**src/timer8_params.svh**
```systemverilog
// Constants for the 8-bit compare/waveform timer: offsets, fields, reset values.
// Assumes a classic Wishbone slave with 32-bit data, one register per word.
`ifndef TIMER8_PARAMS_SVH
`define TIMER8_PARAMS_SVH

`define OFS_CTRL 8'h00
`define OFS_COUNT 8'h04
`define OFS_CMP_A 8'h08
`define OFS_CMP_B 8'h0C
`define OFS_FLAGS 8'h10
`define OFS_FORCE 8'h14

`define CTRL_MODE_LSB 0
`define CTRL_SEL_B_LSB 4
`define CTRL_SEL_A_LSB 6
`define FLAG_OVF 0
`define FLAG_MA 1
`define FLAG_MB 2
`define FORCE_A 0
`define FORCE_B 1

`define CTRL_RESET 8'h00
`define BYTE_MAX 8'hFF
`define BYTE_BOTTOM 8'h00
`define WAVE_RESET 1'b0

`endif

```
**src/timer8_pkg.sv**
```systemverilog
// Types for the 8-bit compare/waveform timer.
// Assumes nothing beyond the constants header.
package timer8_pkg;
	typedef enum logic [2:0] {
		MODE_NORMAL = 3'h0,
		MODE_PCPWM = 3'h1,
		MODE_CTC = 3'h2,
		MODE_FAST = 3'h3,
		MODE_RSVD4 = 3'h4,
		MODE_PCPWM_A = 3'h5,
		MODE_RSVD6 = 3'h6,
		MODE_FAST_A = 3'h7
	} mode_type;

	typedef enum logic [1:0] {
		ACT_NONE = 2'h0,
		ACT_TOGGLE = 2'h1,
		ACT_CLEAR = 2'h2,
		ACT_SET = 2'h3
	} action_type;

	typedef struct packed {
		logic wave_a;
		logic wave_b;
		logic own_a;
		logic own_b;
	} pin_ctl_type;
endpackage

```
**src/timer8_compare_waveform_gen.sv**
```systemverilog
// 8-bit timer counter with two compare units and waveform outputs.
// Assumes a tick enable from external clock-select logic, a Wishbone master,
// and port logic that mixes waveform and port data and owns pin direction.
`timescale 1ns/1ps
`default_nettype none
`include "timer8_params.svh"

// What this block does
// - Count write blocks matches for one tick
// - Reset clears both waveform outputs
// - Mode change keeps waveform output levels
// - New action selects pin now, acts later
// - Nonzero action selection overrides port output
// - Pin override ignores waveform mode
// - Action zero leaves output unchanged
// - Force strobe applies action in non-PWM
// - Count sequence depends on mode, and on compare A in modes 2 and 7
// - Mode 0 increments and wraps FF to 00
// - Mode 0 overflow set when count zeroes
// - Mode 2 clears on compare A match
// - Mode 2 compare A unbuffered, may wrap
// - Mode 2 sets match A each period
// - Mode 2 toggle option toggles output A
// - Mode 2 overflow set on MAX to 00
// - Modes 3 and 7 fast PWM, top FF/A
// - Fast PWM clear/set on match, opposite at bottom
// - Fast PWM overflow set at top
// - Fast PWM toggle A only with high bit
// - Fast PWM extremes give spike or constant
// - Fast PWM compare values double buffered
// - PWM buffers update at top, others direct
// - Match flag set next tick, write-one clears
// - Force sets no flag, keeps counter
// - Count write beats count or clear
module timer8_compare_waveform_gen (
	// Clock and reset
	input wire logic clk_i,
	input wire logic rst_i,
	// Timer tick enable from clock select
	input wire logic timer_tick_i,
	// Classic Wishbone slave
	input wire logic cyc_i,
	input wire logic stb_i,
	input wire logic we_i,
	input wire logic [7:0] adr_i,
	input wire logic [3:0] sel_i,
	input wire logic [31:0] dat_i,
	output logic [31:0] dat_o,
	output logic ack_o,
	// Pin source control
	output timer8_pkg::pin_ctl_type pin_ctl_o,
	// Flags as levels for an interrupt controller
	output logic overflow_flag_o,
	output logic match_a_flag_o,
	output logic match_b_flag_o
);
	import timer8_pkg::*;

	logic [7:0] ctrl_r;
	logic [7:0] count_value_r;
	logic [7:0] compare_value_a_r;
	logic [7:0] compare_value_b_r;
	logic [7:0] cmp_buf_a_r;
	logic [7:0] cmp_buf_b_r;
	logic overflow_flag_r;
	logic match_a_flag_r;
	logic match_b_flag_r;
	logic waveform_output_a_r;
	logic waveform_output_b_r;
	logic block_r;
	logic pend_a_r;
	logic pend_b_r;

	mode_type waveform_mode_sel;
	action_type output_action_sel_a;
	action_type output_action_sel_b;
	logic is_fast;
	logic nonpwm;
	logic [7:0] top;
	logic at_top;
	logic match_a;
	logic match_b;
	logic wr;
	logic rd_ack;
	logic wr_count;
	logic wr_flags;
	logic wr_force;
	logic [7:0] wbyte;

	assign waveform_mode_sel = mode_type'(ctrl_r[`CTRL_MODE_LSB +: 3]);
	assign output_action_sel_a = action_type'(ctrl_r[`CTRL_SEL_A_LSB +: 2]);
	assign output_action_sel_b = action_type'(ctrl_r[`CTRL_SEL_B_LSB +: 2]);
	assign is_fast = (waveform_mode_sel == MODE_FAST) || (waveform_mode_sel == MODE_FAST_A);
	assign nonpwm = (waveform_mode_sel == MODE_NORMAL) || (waveform_mode_sel == MODE_CTC);
	// Top uses the active compare value; mode 2 therefore sees writes at once
	assign top = (waveform_mode_sel == MODE_CTC || waveform_mode_sel == MODE_FAST_A) ?
		compare_value_a_r : `BYTE_MAX;
	assign at_top = (count_value_r == top);
	assign match_a = (count_value_r == compare_value_a_r) && !block_r;
	assign match_b = (count_value_r == compare_value_b_r) && !block_r;

	// Bus decode: single-cycle answer, ack drops the cycle after
	assign wr = cyc_i && stb_i && we_i && !ack_o;
	assign rd_ack = cyc_i && stb_i && !ack_o;
	assign wbyte = sel_i[0] ? dat_i[7:0] : 8'h00;
	assign wr_count = wr && sel_i[0] && (adr_i == `OFS_COUNT);
	assign wr_flags = wr && sel_i[0] && (adr_i == `OFS_FLAGS);
	assign wr_force = wr && sel_i[0] && (adr_i == `OFS_FORCE);

	function automatic logic apply_action(input action_type act, input logic cur);
		unique case (act)
			ACT_NONE: apply_action = cur;
			ACT_TOGGLE: apply_action = ~cur;
			ACT_CLEAR: apply_action = 1'b0;
			ACT_SET: apply_action = 1'b1;
		endcase
	endfunction

	always_ff @(posedge clk_i) begin
		if (rst_i) begin
			ack_o <= 1'b0;
			dat_o <= 32'h0000_0000;
		end else begin
			ack_o <= rd_ack;
			dat_o <= 32'h0000_0000;
			if (rd_ack && !we_i) begin
				unique case (adr_i)
					`OFS_CTRL: dat_o <= {24'h00_0000, ctrl_r};
					`OFS_COUNT: dat_o <= {24'h00_0000, count_value_r};
					`OFS_CMP_A: dat_o <= {24'h00_0000, is_fast ? cmp_buf_a_r : compare_value_a_r};
					`OFS_CMP_B: dat_o <= {24'h00_0000, is_fast ? cmp_buf_b_r : compare_value_b_r};
					`OFS_FLAGS: dat_o <= {29'h0000_0000, match_b_flag_r, match_a_flag_r,
						overflow_flag_r};
					default: dat_o <= 32'h0000_0000;
				endcase
			end
		end
	end

	// Control register; mode change does not touch waveform registers
	always_ff @(posedge clk_i) begin
		if (rst_i) begin
			ctrl_r <= `CTRL_RESET;
		end else if (wr && sel_i[0] && adr_i == `OFS_CTRL) begin
			ctrl_r <= wbyte;
		end
	end

	// Counter
	always_ff @(posedge clk_i) begin
		if (rst_i) begin
			count_value_r <= `BYTE_BOTTOM;
		end else if (wr_count) begin
			count_value_r <= wbyte;
		end else if (timer_tick_i) begin
			if ((waveform_mode_sel == MODE_CTC || is_fast) && at_top) begin
				count_value_r <= `BYTE_BOTTOM;
			end else begin
				// Past an unbuffered top the count runs on and wraps
				count_value_r <= count_value_r + 8'h01;
			end
		end
	end

	// Block window: one tick after a count write, held while stopped
	always_ff @(posedge clk_i) begin
		if (rst_i) begin
			block_r <= 1'b0;
		end else if (wr_count) begin
			block_r <= 1'b1;
		end else if (timer_tick_i) begin
			block_r <= 1'b0;
		end
	end

	// Compare values: direct in non-PWM, buffered and loaded at top in PWM
	always_ff @(posedge clk_i) begin
		if (rst_i) begin
			compare_value_a_r <= `BYTE_BOTTOM;
			compare_value_b_r <= `BYTE_BOTTOM;
			cmp_buf_a_r <= `BYTE_BOTTOM;
			cmp_buf_b_r <= `BYTE_BOTTOM;
		end else begin
			if (wr && sel_i[0] && adr_i == `OFS_CMP_A) begin
				cmp_buf_a_r <= wbyte;
			end
			if (wr && sel_i[0] && adr_i == `OFS_CMP_B) begin
				cmp_buf_b_r <= wbyte;
			end
			if (nonpwm) begin
				if (wr && sel_i[0] && adr_i == `OFS_CMP_A) begin
					compare_value_a_r <= wbyte;
				end
				if (wr && sel_i[0] && adr_i == `OFS_CMP_B) begin
					compare_value_b_r <= wbyte;
				end
			end else if (timer_tick_i && at_top) begin
				compare_value_a_r <= cmp_buf_a_r;
				compare_value_b_r <= cmp_buf_b_r;
			end
		end
	end

	// Matches are seen one tick later, then flags set; set wins over clear
	always_ff @(posedge clk_i) begin
		if (rst_i) begin
			pend_a_r <= 1'b0;
			pend_b_r <= 1'b0;
		end else if (timer_tick_i) begin
			pend_a_r <= match_a;
			pend_b_r <= match_b;
		end
	end

	always_ff @(posedge clk_i) begin
		if (rst_i) begin
			overflow_flag_r <= 1'b0;
			match_a_flag_r <= 1'b0;
			match_b_flag_r <= 1'b0;
		end else begin
			if (timer_tick_i && !wr_count &&
				((is_fast && at_top) || (!is_fast && count_value_r == `BYTE_MAX))) begin
				overflow_flag_r <= 1'b1;
			end else if (wr_flags && wbyte[`FLAG_OVF]) begin
				overflow_flag_r <= 1'b0;
			end
			if (timer_tick_i && pend_a_r) begin
				match_a_flag_r <= 1'b1;
			end else if (wr_flags && wbyte[`FLAG_MA]) begin
				match_a_flag_r <= 1'b0;
			end
			if (timer_tick_i && pend_b_r) begin
				match_b_flag_r <= 1'b1;
			end else if (wr_flags && wbyte[`FLAG_MB]) begin
				match_b_flag_r <= 1'b0;
			end
		end
	end

	// Waveform output registers
	always_ff @(posedge clk_i) begin
		if (rst_i) begin
			waveform_output_a_r <= `WAVE_RESET;
			waveform_output_b_r <= `WAVE_RESET;
		end else if (nonpwm) begin
			if (wr_force && wbyte[`FORCE_A]) begin
				waveform_output_a_r <= apply_action(output_action_sel_a, waveform_output_a_r);
			end else if (timer_tick_i && match_a) begin
				waveform_output_a_r <= apply_action(output_action_sel_a, waveform_output_a_r);
			end
			if (wr_force && wbyte[`FORCE_B]) begin
				waveform_output_b_r <= apply_action(output_action_sel_b, waveform_output_b_r);
			end else if (timer_tick_i && match_b) begin
				waveform_output_b_r <= apply_action(output_action_sel_b, waveform_output_b_r);
			end
		end else if (is_fast && timer_tick_i) begin
			// Match at top is ignored for PWM polarity; bottom action wins
			if (output_action_sel_a == ACT_TOGGLE) begin
				if (match_a && ctrl_r[`CTRL_MODE_LSB + 2]) begin
					waveform_output_a_r <= ~waveform_output_a_r;
				end
			end else if (output_action_sel_a != ACT_NONE) begin
				if (at_top) begin
					waveform_output_a_r <= (output_action_sel_a == ACT_CLEAR);
				end else if (match_a) begin
					waveform_output_a_r <= (output_action_sel_a == ACT_SET);
				end
			end
			if (output_action_sel_b[1]) begin
				if (at_top) begin
					waveform_output_b_r <= (output_action_sel_b == ACT_CLEAR);
				end else if (match_b) begin
					waveform_output_b_r <= (output_action_sel_b == ACT_SET);
				end
			end
		end
	end

	// Pin source follows the selection at once, whatever the mode
	always_ff @(posedge clk_i) begin
		if (rst_i) begin
			pin_ctl_o <= '0;
			overflow_flag_o <= 1'b0;
			match_a_flag_o <= 1'b0;
			match_b_flag_o <= 1'b0;
		end else begin
			pin_ctl_o.wave_a <= waveform_output_a_r;
			pin_ctl_o.wave_b <= waveform_output_b_r;
			pin_ctl_o.own_a <= (output_action_sel_a != ACT_NONE);
			pin_ctl_o.own_b <= (output_action_sel_b != ACT_NONE);
			overflow_flag_o <= overflow_flag_r;
			match_a_flag_o <= match_a_flag_r;
			match_b_flag_o <= match_b_flag_r;
		end
	end
endmodule
`default_nettype wire

```
**config.mk**
```make
export PLATFORM = sky130hd
export DESIGN_NAME = timer8_compare_waveform_gen
export DESIGN_NICKNAME = d
export VERILOG_FILES = /design/src/timer8_pkg.sv /design/src/timer8_compare_waveform_gen.sv
export VERILOG_INCLUDE_DIRS = /design/src
export SDC_FILE = /design/constraint.sdc
export NUM_CORES = 1
export LEC_CHECK = 0
export BUFFER_PORTS_ARGS = -buffer_cell sky130_fd_sc_hd__buf_2
export CORE_MARGIN = 8
export CORE_UTILIZATION = 55
export CTS_BUF_LIST = sky130_fd_sc_hd__clkbuf_4 sky130_fd_sc_hd__clkbuf_8
export DETAILED_ROUTE_END_ITERATION = 8
export GPL_TIMING_DRIVEN = 1
export PLACE_DENSITY = 0.8
export SKIP_CTS_REPAIR_TIMING = 1
export SLEW_MARGIN = 10
export SYNTH_ARGS = -nofsm -noshare
export SYNTH_HDL_FRONTEND = slang
export SYNTH_SLANG_ARGS = --single-unit
```
**constraint.sdc**
```tcl
create_clock -name clk_i -period 2.5 [get_ports clk_i]
set_input_delay 0.25 -clock clk_i [delete_from_list [all_inputs] [get_ports clk_i]]
set_output_delay 0.25 -clock clk_i [all_outputs]
set_load 0.05 [all_outputs]
```
# Word-level counts from Yosys, hierarchy flattened
# Index checks and enable logic that the tools add are counted.
[totals] regBits=96 input_bits=50 output_inout_bits=40 elab_cells=152
[op_classes] addsub=1 n_eq_ne=23 muxes=40 bitwise_logic=3 n_reduce_logical=62
[op_table] cell="8-bit 2-to-1 mux" count=13
[op_table] cell="8-bit case mux with 5 select lines" count=1
[op_table] cell="1-bit logical AND" count=31
[op_table] cell="8-bit equality test" count=3
[op_table] cell="1-bit 2-to-1 mux" count=24
[op_table] cell="2-bit nonzero test" count=9
[op_table] cell="8-bit by 4-bit equality test with 1-bit output (second input constant)" count=2
[op_table] cell="8-bit by 5-bit equality test with 1-bit output (second input constant)" count=2
[op_table] cell="8-bit by 1-bit adder with 8-bit output (second input constant)" count=1
[op_table] cell="2-bit equality test (second input constant)" count=4
[op_table] cell="8-bit by 3-bit equality test with 1-bit output (second input constant)" count=1
[op_table] cell="8-bit equality test (second input constant)" count=1
[op_table] cell="8-bit logical NOT" count=1
[op_table] cell="1-bit case mux with 4 select lines" count=2
[op_table] cell="3-bit by 2-bit equality test with 1-bit output (second input constant)" count=2
[op_table] cell="3-bit by 1-bit != test with 1-bit output (second input constant)" count=2
[op_table] cell="3-bit nonzero test" count=2
[op_table] cell="1-bit logical NOT" count=5
[op_table] cell="1-bit logical OR" count=5
[op_table] cell="5-bit AND reduction" count=1
[op_table] cell="2-bit by 1-bit equality test with 1-bit output (second input constant)" count=2
[op_table] cell="2-bit logical NOT" count=2
[op_table] cell="2-bit by 1-bit != test with 1-bit output (second input constant)" count=2
[op_table] cell="2-bit AND reduction" count=2
[op_table] cell="other kinds (7)" count=9

# Logic depth before layout (Yosys ltp)
# Gate-level depths: netlist (run 1).
[logic_depth] depth_word=9 mapped_depth=8 mapped_depth_nobuf=6

# Worst setup path after synthesis (run 1)
# OpenSTA, ideal clock, no wires.
[synth_timing] kind="register to register" from="register ack_o" to="register compare_value_b_r[0]" setup_ps=142 arrival_time_ps=1863 required_ps=2358 path_slack_ps=495 stages_incl_launch_ff=7 cell_sequence="dfxtp_1 > and4b_1 > nand2_1 > nor2_4 > nand2_4 > a221oi_1 > nor3_1"
[synth_via] elab_chain_len=6
[synth_lines] item="start: declaration" line="timer8_compare_waveform_gen.sv:49" rtl="output logic ack_o,"
[synth_lines] item="start signal: assignment" line="timer8_compare_waveform_gen.sv:124" rtl="ack_o <= rd_ack;"
[synth_lines] item="1-bit logical NOT" line="timer8_compare_waveform_gen.sv:103" rtl="assign wr = cyc_i && stb_i && we_i && !ack_o;"
[synth_lines] item="1-bit logical AND" line="timer8_compare_waveform_gen.sv:103"
[synth_lines] item="1-bit logical AND" line="timer8_compare_waveform_gen.sv:194" rtl="if (wr && sel_i[0] && adr_i == `OFS_CMP_B) begin"
[synth_lines] item="1-bit logical AND (no line)"
[synth_lines] item="2-bit by 1-bit != test with 1-bit output (no line)"
[synth_lines] item="2-bit AND reduction (no line)"
[synth_lines] item="end signal: assignment" line="timer8_compare_waveform_gen.sv:180" rtl="compare_value_b_r <= `BYTE_BOTTOM;"
[synth_lines] item="end signal: assignment" line="timer8_compare_waveform_gen.sv:195" rtl="compare_value_b_r <= wbyte;"
[synth_lines] item="end signal: assignment" line="timer8_compare_waveform_gen.sv:199" rtl="compare_value_b_r <= cmp_buf_b_r;"
[synth_lines] item="end: declaration" line="timer8_compare_waveform_gen.sv:62" rtl="logic [7:0] compare_value_b_r;"
# Every way passes these cells.
# A chain may end at the register's enable or synchronous reset.

# Final worst setup path (run 1)
[layout_timing] from="register count_value_r[5]" to="register waveform_output_b_r"
[layout_via] elab_chain_len=5 elab_cells_between_ends=11 classes_between="3 x eq/ne; 4 x mux; 4 x reduce/logical"
[layout_lines] item="start: declaration" line="timer8_compare_waveform_gen.sv:60" rtl="logic [7:0] count_value_r;"
[layout_lines] item="start signal: assignment" line="timer8_compare_waveform_gen.sv:152" rtl="count_value_r <= `BYTE_BOTTOM;"
[layout_lines] item="start signal: assignment" line="timer8_compare_waveform_gen.sv:154" rtl="count_value_r <= wbyte;"
[layout_lines] item="start signal: assignment" line="timer8_compare_waveform_gen.sv:157" rtl="count_value_r <= `BYTE_BOTTOM;"
[layout_lines] item="8-bit equality test (on tied branches)" line="timer8_compare_waveform_gen.sv:100, timer8_compare_waveform_gen.sv:98"
[layout_lines] item="1-bit logical AND / 1-bit 2-to-1 mux (equally long branches)" line="timer8_compare_waveform_gen.sv:100, timer8_compare_waveform_gen.sv:270"
[layout_lines] item="1-bit logical AND / 1-bit 2-to-1 mux (equally long branches)" line="timer8_compare_waveform_gen.sv:253, timer8_compare_waveform_gen.sv:269"
[layout_lines] item="3-bit by 1-bit != test with 1-bit output (no line) / 1-bit 2-to-1 mux (equally long branches)"
[layout_lines] item="4-bit AND reduction (no line) / 1-bit 2-to-1 mux (equally long branches)"
[layout_lines] item="end signal: assignment" line="timer8_compare_waveform_gen.sv:252" rtl="waveform_output_b_r <= apply_action(output_action_sel_b, waveform_output_b_r);"
[layout_lines] item="end signal: assignment" line="timer8_compare_waveform_gen.sv:254" rtl="waveform_output_b_r <= apply_action(output_action_sel_b, waveform_output_b_r);"
[layout_lines] item="end signal: assignment" line="timer8_compare_waveform_gen.sv:271" rtl="waveform_output_b_r <= (output_action_sel_b == ACT_CLEAR);"
[layout_lines] item="end: declaration" line="timer8_compare_waveform_gen.sv:69" rtl="logic waveform_output_b_r;"
# Several ways; a longest one is shown, not always the timed one. The select of a mux whose other input is x is not followed.

==> flow_summary.ini, run 1 <==
[run_status]
outcome = finished, final reports clean

[clock_tree]
ctsHtreeMaxLevel = 3
clkTransAtPathRegs_ns = 0.08
clock_latency_ns = 0.36
clockRootBuffer = clkbuf_8
cts_buffers = 9
cts_buffer_depth = 2
cts_tree = yes
cts_sinks = 72

[place]
hpwlAfterDp_um = 8810
portBuffers = 38
gp_congestion = 0.981

[timing]
tns_ns = 0
period_share_pct = 90.7
rsz0062_at_grt = false
skew_ns = 0.00748
fin_crit_ns = 2.27
slew_violations = 0
slew_headroom_pct = 51.9
tightest_slew_ns = 0.722
fmax_ghz = 0.441
whs_ns = 0.175
final_hold_viol_count = 0
setup-violations-final = 0

[min_path]
hold_path_startpoint = cyc_i
worst_hold_path_type = primary input to flip-flop
hold_path_depth = 3
hold_end = ack_o

[finish]
syn_to_final_growth_pct = 8.75
drive_above_1_share_pct = 19.7
fin_nets = 598
postLayoutCoreUtil_pct = 60.7
antenna-diode-count = 0

[worst_setup_path]
ff2ff_path_depth = 6
rr_endpoint = waveform_output_b_r
r2r-start = count_value_r[5]
r2r_slack_ns = 0.23
worstPathArrival_ns = 2.48
path_class = flip-flop to flip-flop
path_max_fanout = 9
start_kind = flip-flop
crit_required_ns = 2.71
endpoint_kind = flip-flop

[synthesis]
synth_edf_count = 0
netlist-cell-type-count = 67
ys_ff_latch = 72
async_reset_ff_share_pct = 0
synthCells = 519
ys_seq_area_share_pct = 33.9
synthesis.area_um2 = 4250
syn_avg_cell_area_um2 = 8.19
yosysWarnings = 0
synth_top_flop_cell = dfxtp_1

[power_and_ir_drop]
power_density_nw_per_um2 = 521
peakVddDrop_uv = 320
power.leakage_uw = 0.00166

[grt]
overflow = 0
track_usage_pct = 21.9
antenna_found_initial = 0
grt_max_degree = 63
grt_pass1_vias = 3775
grt_pass1_wl_um = 19400

[drt]
top_layer_used = met4
wl_per_cell_um = 18.2
drtIter0Drc = 346
routed-wl-met2_um = 5400
drt-met1-wl_um = 4970
drcViolationCount = 0
drtPass1Iterations = 7
drt_wl_total_um = 11900
ant_nets = 0
num_vias = 4011
met3_length_um = 1250
viasPerCell = 6.13

[die]
initial_core_util_pct = 55.9
die_h_um = 104
die-area_um2 = 10800
coreArea_um2 = 7610
die_w_um = 104
num_rows = 32
io_pins = 90

[flow_run]
cap_violations = 0
## worst max path at each step
| stage | cells after the start | to | startpoint |
|---|---|---|---|
| after detailed placement | 6 | compare_value_a_r[5] | count_value_r[3] |
| after global placement | 6 | compare_value_a_r[5] | count_value_r[3] |
| final | 6 | waveform_output_b_r | count_value_r[5] |
| after CTS | 6 | compare_value_a_r[5] | count_value_r[3] |
| after global routing | 6 | waveform_output_b_r | count_value_r[5] |
| after floorplan | 6 | compare_value_b_r[0] | ack_o |
## final cells by class
cell class / instances / area, um2
clock buffer: 9 / 124
clock inverter: 7 / 96.3
fill: 692 / 2990
inverter: 10 / 37.5
multi-input combinational: 402 / 2500
sequential: 72 / 1440
tap: 102 / 128
timing repair buffer: 52 / 295
## layout by cell type (no fill, tap or decap), types with 11 or more instances in the layout
cell | netlist | final
nand2b_1 | 12 | 12
nor3_2 | 11 | 11
buf_2 | 10 | 38
dfxtp_1 | 72 | 72
o21ai_0 | 19 | 19
a21oi_1 | 38 | 38
conb_1 | 1 | 24
nand2_1 | 66 | 66
a221oi_1 | 11 | 11
mux2i_1 | 15 | 15
nor3_1 | 22 | 22
buf_4 | 26 | 14
nor2_1 | 59 | 59
## cell usage after synthesis (6+ instances only)
cell | instances | area share (%)
clkbuf_1 | 17 | 1.5
o21ai_0 | 19 | 2.2
inv_1 | 9 | 0.79
nand2_1 | 66 | 5.8
a31oi_1 | 10 | 1.5
buf_4 | 26 | 4.6
a221oi_1 | 11 | 2.3
a21oi_1 | 38 | 4.5
nand2b_1 | 12 | 1.8
nor3_1 | 22 | 2.6
a221oi_2 | 10 | 3.5
dfxtp_1 | 72 | 34
nand3_1 | 7 | 0.82
xor2_1 | 9 | 1.9
nand4_1 | 6 | 0.88
nor2_1 | 59 | 5.2
mux2i_1 | 15 | 3.5
nor3_2 | 11 | 2.6
buf_2 | 10 | 1.2
and2_1 | 10 | 1.5
## worst max-delay path, stage by stage (launching register included)
cell	delay [ns]
dfxtp_1	0.55
xor2_1	0.14
nor4_1	0.48
nand4_1	0.27
a2bb2o_1	0.34
a221oi_1	0.24
a211oi_1	0.10
## cells by family after synthesis
logic type	after synthesis	synth area share (%)
adders and majority gates	1	0.294
buffers and inverters	68	9.30
DFF	72	33.9
xor gates and xnor gates	14	3.06
and+or+nand+nor	223	28.5
muxes	15	3.53
AOI/OAI and AO/OA	125	21.3
other	1	0.0883
## registers in the layout, summed over array words and instances (netlist names)
name	cells
block_r	1
waveform_output_a_r	1
pend_b_r	1
overflow_flag_o	1
compare_value_a_r	8
pend_a_r	1
ctrl_r	8
compare_value_b_r	8
cmp_buf_a_r	8
waveform_output_b_r	1
overflow_flag_r	1
ack_o	1
count_value_r	8
cmp_buf_b_r	8
match_b_flag_o	1
match_a_flag_o	1
dat_o	8
pin_ctl_o	4
match_a_flag_r	1
match_b_flag_r	1
## per-stage QoR
step	instances	setup slack [ns]	total power [uW]	cell area, um2
CTS	654	0.265	2410	4620
floorplan	542	0.495	1380	4340
global placement	638	0.347	1400	4400
detailed placement	638	0.291	1400	4400
global route	654	0.0909	2490	4620
finish	654	0.233	2410	4620
## per-layer routing
layer,vias to the layer above,global-route usage (%)
met5,-,0
met4,0,11.2
met3,28,5.33
met2,221,33.4
met1,1898,28.1
li1,1864,-
## where the power goes
group,leakage (uW),switching (uW),internal (uW)
registers,0.000581,8.80,1160
logic,0.000974,177,41.7
clock network,0.000101,464,561
Note: power is estimated with default switching activity, not from simulation.
==> run 2: changes to the inputs <==
--- a/config.mk
+++ b/config.mk
@@ -8,10 +8,12 @@
 export LEC_CHECK = 0
 export BUFFER_PORTS_ARGS = -buffer_cell sky130_fd_sc_hd__buf_2
+export CELL_PAD_IN_SITES_DETAIL_PLACEMENT = 2
+export CELL_PAD_IN_SITES_GLOBAL_PLACEMENT = 2
 export CORE_MARGIN = 8
-export CORE_UTILIZATION = 55
+export CORE_UTILIZATION = 33
 export CTS_BUF_LIST = sky130_fd_sc_hd__clkbuf_4 sky130_fd_sc_hd__clkbuf_8
 export DETAILED_ROUTE_END_ITERATION = 8
 export GPL_TIMING_DRIVEN = 1
-export PLACE_DENSITY = 0.8
+export PLACE_DENSITY_LB_ADDON = 0.1
 export SKIP_CTS_REPAIR_TIMING = 1
 export SLEW_MARGIN = 10
==> constraint.sdc (replaced) <==
create_clock -name clk_i -period 2.5 [get_ports clk_i]
set_input_delay 0.5 -clock clk_i [delete_from_list [all_inputs] [get_ports clk_i]]
set_output_delay 0.5 -clock clk_i [all_outputs]
set_load 0.05 [all_outputs]
==> run 2 against run 1 <==
Net effect: global-route usage shrank 2.2 points; hold slack gained 0.23 ns; maximum frequency is 0.56% lower; combinational power grew 6%; power shrank 2.8%; design area increased by 4.1%; sequential power about the same; register-to-register slack barely moved.
==> flow_summary.ini, run 2 (same netlist as run 1, synthesis figures left out) <==
[worst_setup_path]
crit_required_ns = 2.72
endpoint_kind = flip-flop
path_max_fanout = 8
ff2ff_path_depth = 6
critPathSlowestCell = dfxtp_1
path_class = flip-flop to flip-flop
cp-startpoint = count_value_r[0]
r2r-start = count_value_r[0]
cpPeakStageDelay_ns = 0.54
start_kind = flip-flop
path_cells = and4_1, a41oi_1, or3_1, o311a_1, o21ai_1, a21oi_1
worstPathArrival_ns = 2.50

[run_status]
outcome = finished, final reports clean

[clock_tree]
cts_buffer_depth = 2
cts_sinks = 72
clkTransAtPathRegs_ns = 0.08
cts_tree = yes
clockRootBuffer = clkbuf_8
cts_buffers = 9
clock_latency_ns = 0.37
ctsHtreeMaxLevel = 3

[die]
die_h_um = 129
coreArea_um2 = 12600
num_rows = 41
io_pins = 90
die_w_um = 129
initial_core_util_pct = 33.7
die-area_um2 = 16800

[grt]
grt_pass1_wl_um = 25000
antenna_found_initial = 0
track_usage_pct = 19.7
grt_max_degree = 63
grt_pass1_vias = 4286
overflow = 0

[place]
gp_congestion = 0.850
portBuffers = 38
hpwlAfterDp_um = 11900
dp_slack_ns = 0.166

[finish]
fin_nets = 615
antenna-diode-count = 0
layout_commonest_cell = dfxtp_1
layout_common_cells = dfxtp_1, nand2_1, nor2_1
postLayoutCoreUtil_pct = 38.1
syn_to_final_growth_pct = 13.2
drive_above_1_share_pct = 21.7

[drt]
drcViolationCount = 0
drtPass1Iterations = 4
wl_per_cell_um = 21.7
ant_nets = 0
viasPerCell = 5.46
drtIter0Drc = 194
drt_wl_total_um = 16000
num_vias = 4026

[timing]
skew_ns = 0.0108
slew_violations = 0
final_hold_viol_count = 0
fin_ws_ns = 0.220
setup-violations-final = 0
tns_ns = 0
fmax_ghz = 0.439
period_share_pct = 91.2
rsz0062_at_grt = false
tightest_slew_ns = 0.918
fin_crit_ns = 2.28
slew_headroom_pct = 38.1

[min_path]
hold_path_depth = 3
worst_hold_path_type = primary input to flip-flop
hold_path_startpoint = cyc_i

[flow_run]
cap_violations = 0

[power_and_ir_drop]
power.leakage_uw = 0.00174
peakVddDrop_uv = 277
power_density_nw_per_um2 = 487
==> run 2: path summary, 6_finish.rpt <==
check                                        end  slack [ns]
worst min-delay path                       ack_o        0.40
worst min register to register    match_b_flag_r        0.47
worst max register to register  count_value_r[6]        0.22
worst max-delay path            count_value_r[6]        0.22
==> run 2: routing by layer <==
| metal | up-vias | wire, um | part of all wire, % | global-route usage [%] |
|---|---|---|---|---|
| met5 | - | 0 | 0 | 0 |
| met4 | 0 | 485 | 3.0 | 8.88 |
| met3 | 26 | 681 | 4.3 | 3.29 |
| met2 | 99 | 7750 | 48 | 32.3 |
| met1 | 2009 | 7100 | 44 | 24.9 |
| li1 | 1892 | - | - | - |
==> run 2: critical path, delay by kind of cell (launching register included) <==
kind / cells / cell delay (ns)
simple gates: 2 / 0.75
flops: 1 / 0.54
compound gates: 4 / 0.82
==> run 2: layout make-up <==
cell class | instances | area (um2)
clock buffers | 12 | 153
clock inverters | 1 | 30.0
fillers | 1512 | 7810
inverters | 10 | 37.5
multi-input cells | 402 | 2500
flip-flops and latches | 72 | 1440
well taps | 172 | 215
repair buffers | 69 | 435
==> run 2: through the flow <==
| step | power [uW] | instance area (um2) | hold WS [ns] | instances |
|---|---|---|---|---|
| after detailed placement | 1420 | 4630 | 0.468 | 725 |
| after CTS | 2370 | 4810 | 0.385 | 738 |
| after global placement | 1420 | 4630 | 0.451 | 725 |
| after global routing | 2430 | 4810 | 0.403 | 738 |
| after floorplan | 1380 | 4340 | 0.415 | 542 |
| final | 2340 | 4810 | 0.401 | 738 |
==> run 2: report_power, final <==
part	internal (uW)	switching (uW)	total, uW
clock	495	447	942
combinational	47.1	186	233
sequential	1160	9.71	1170
total	1700	643	2340
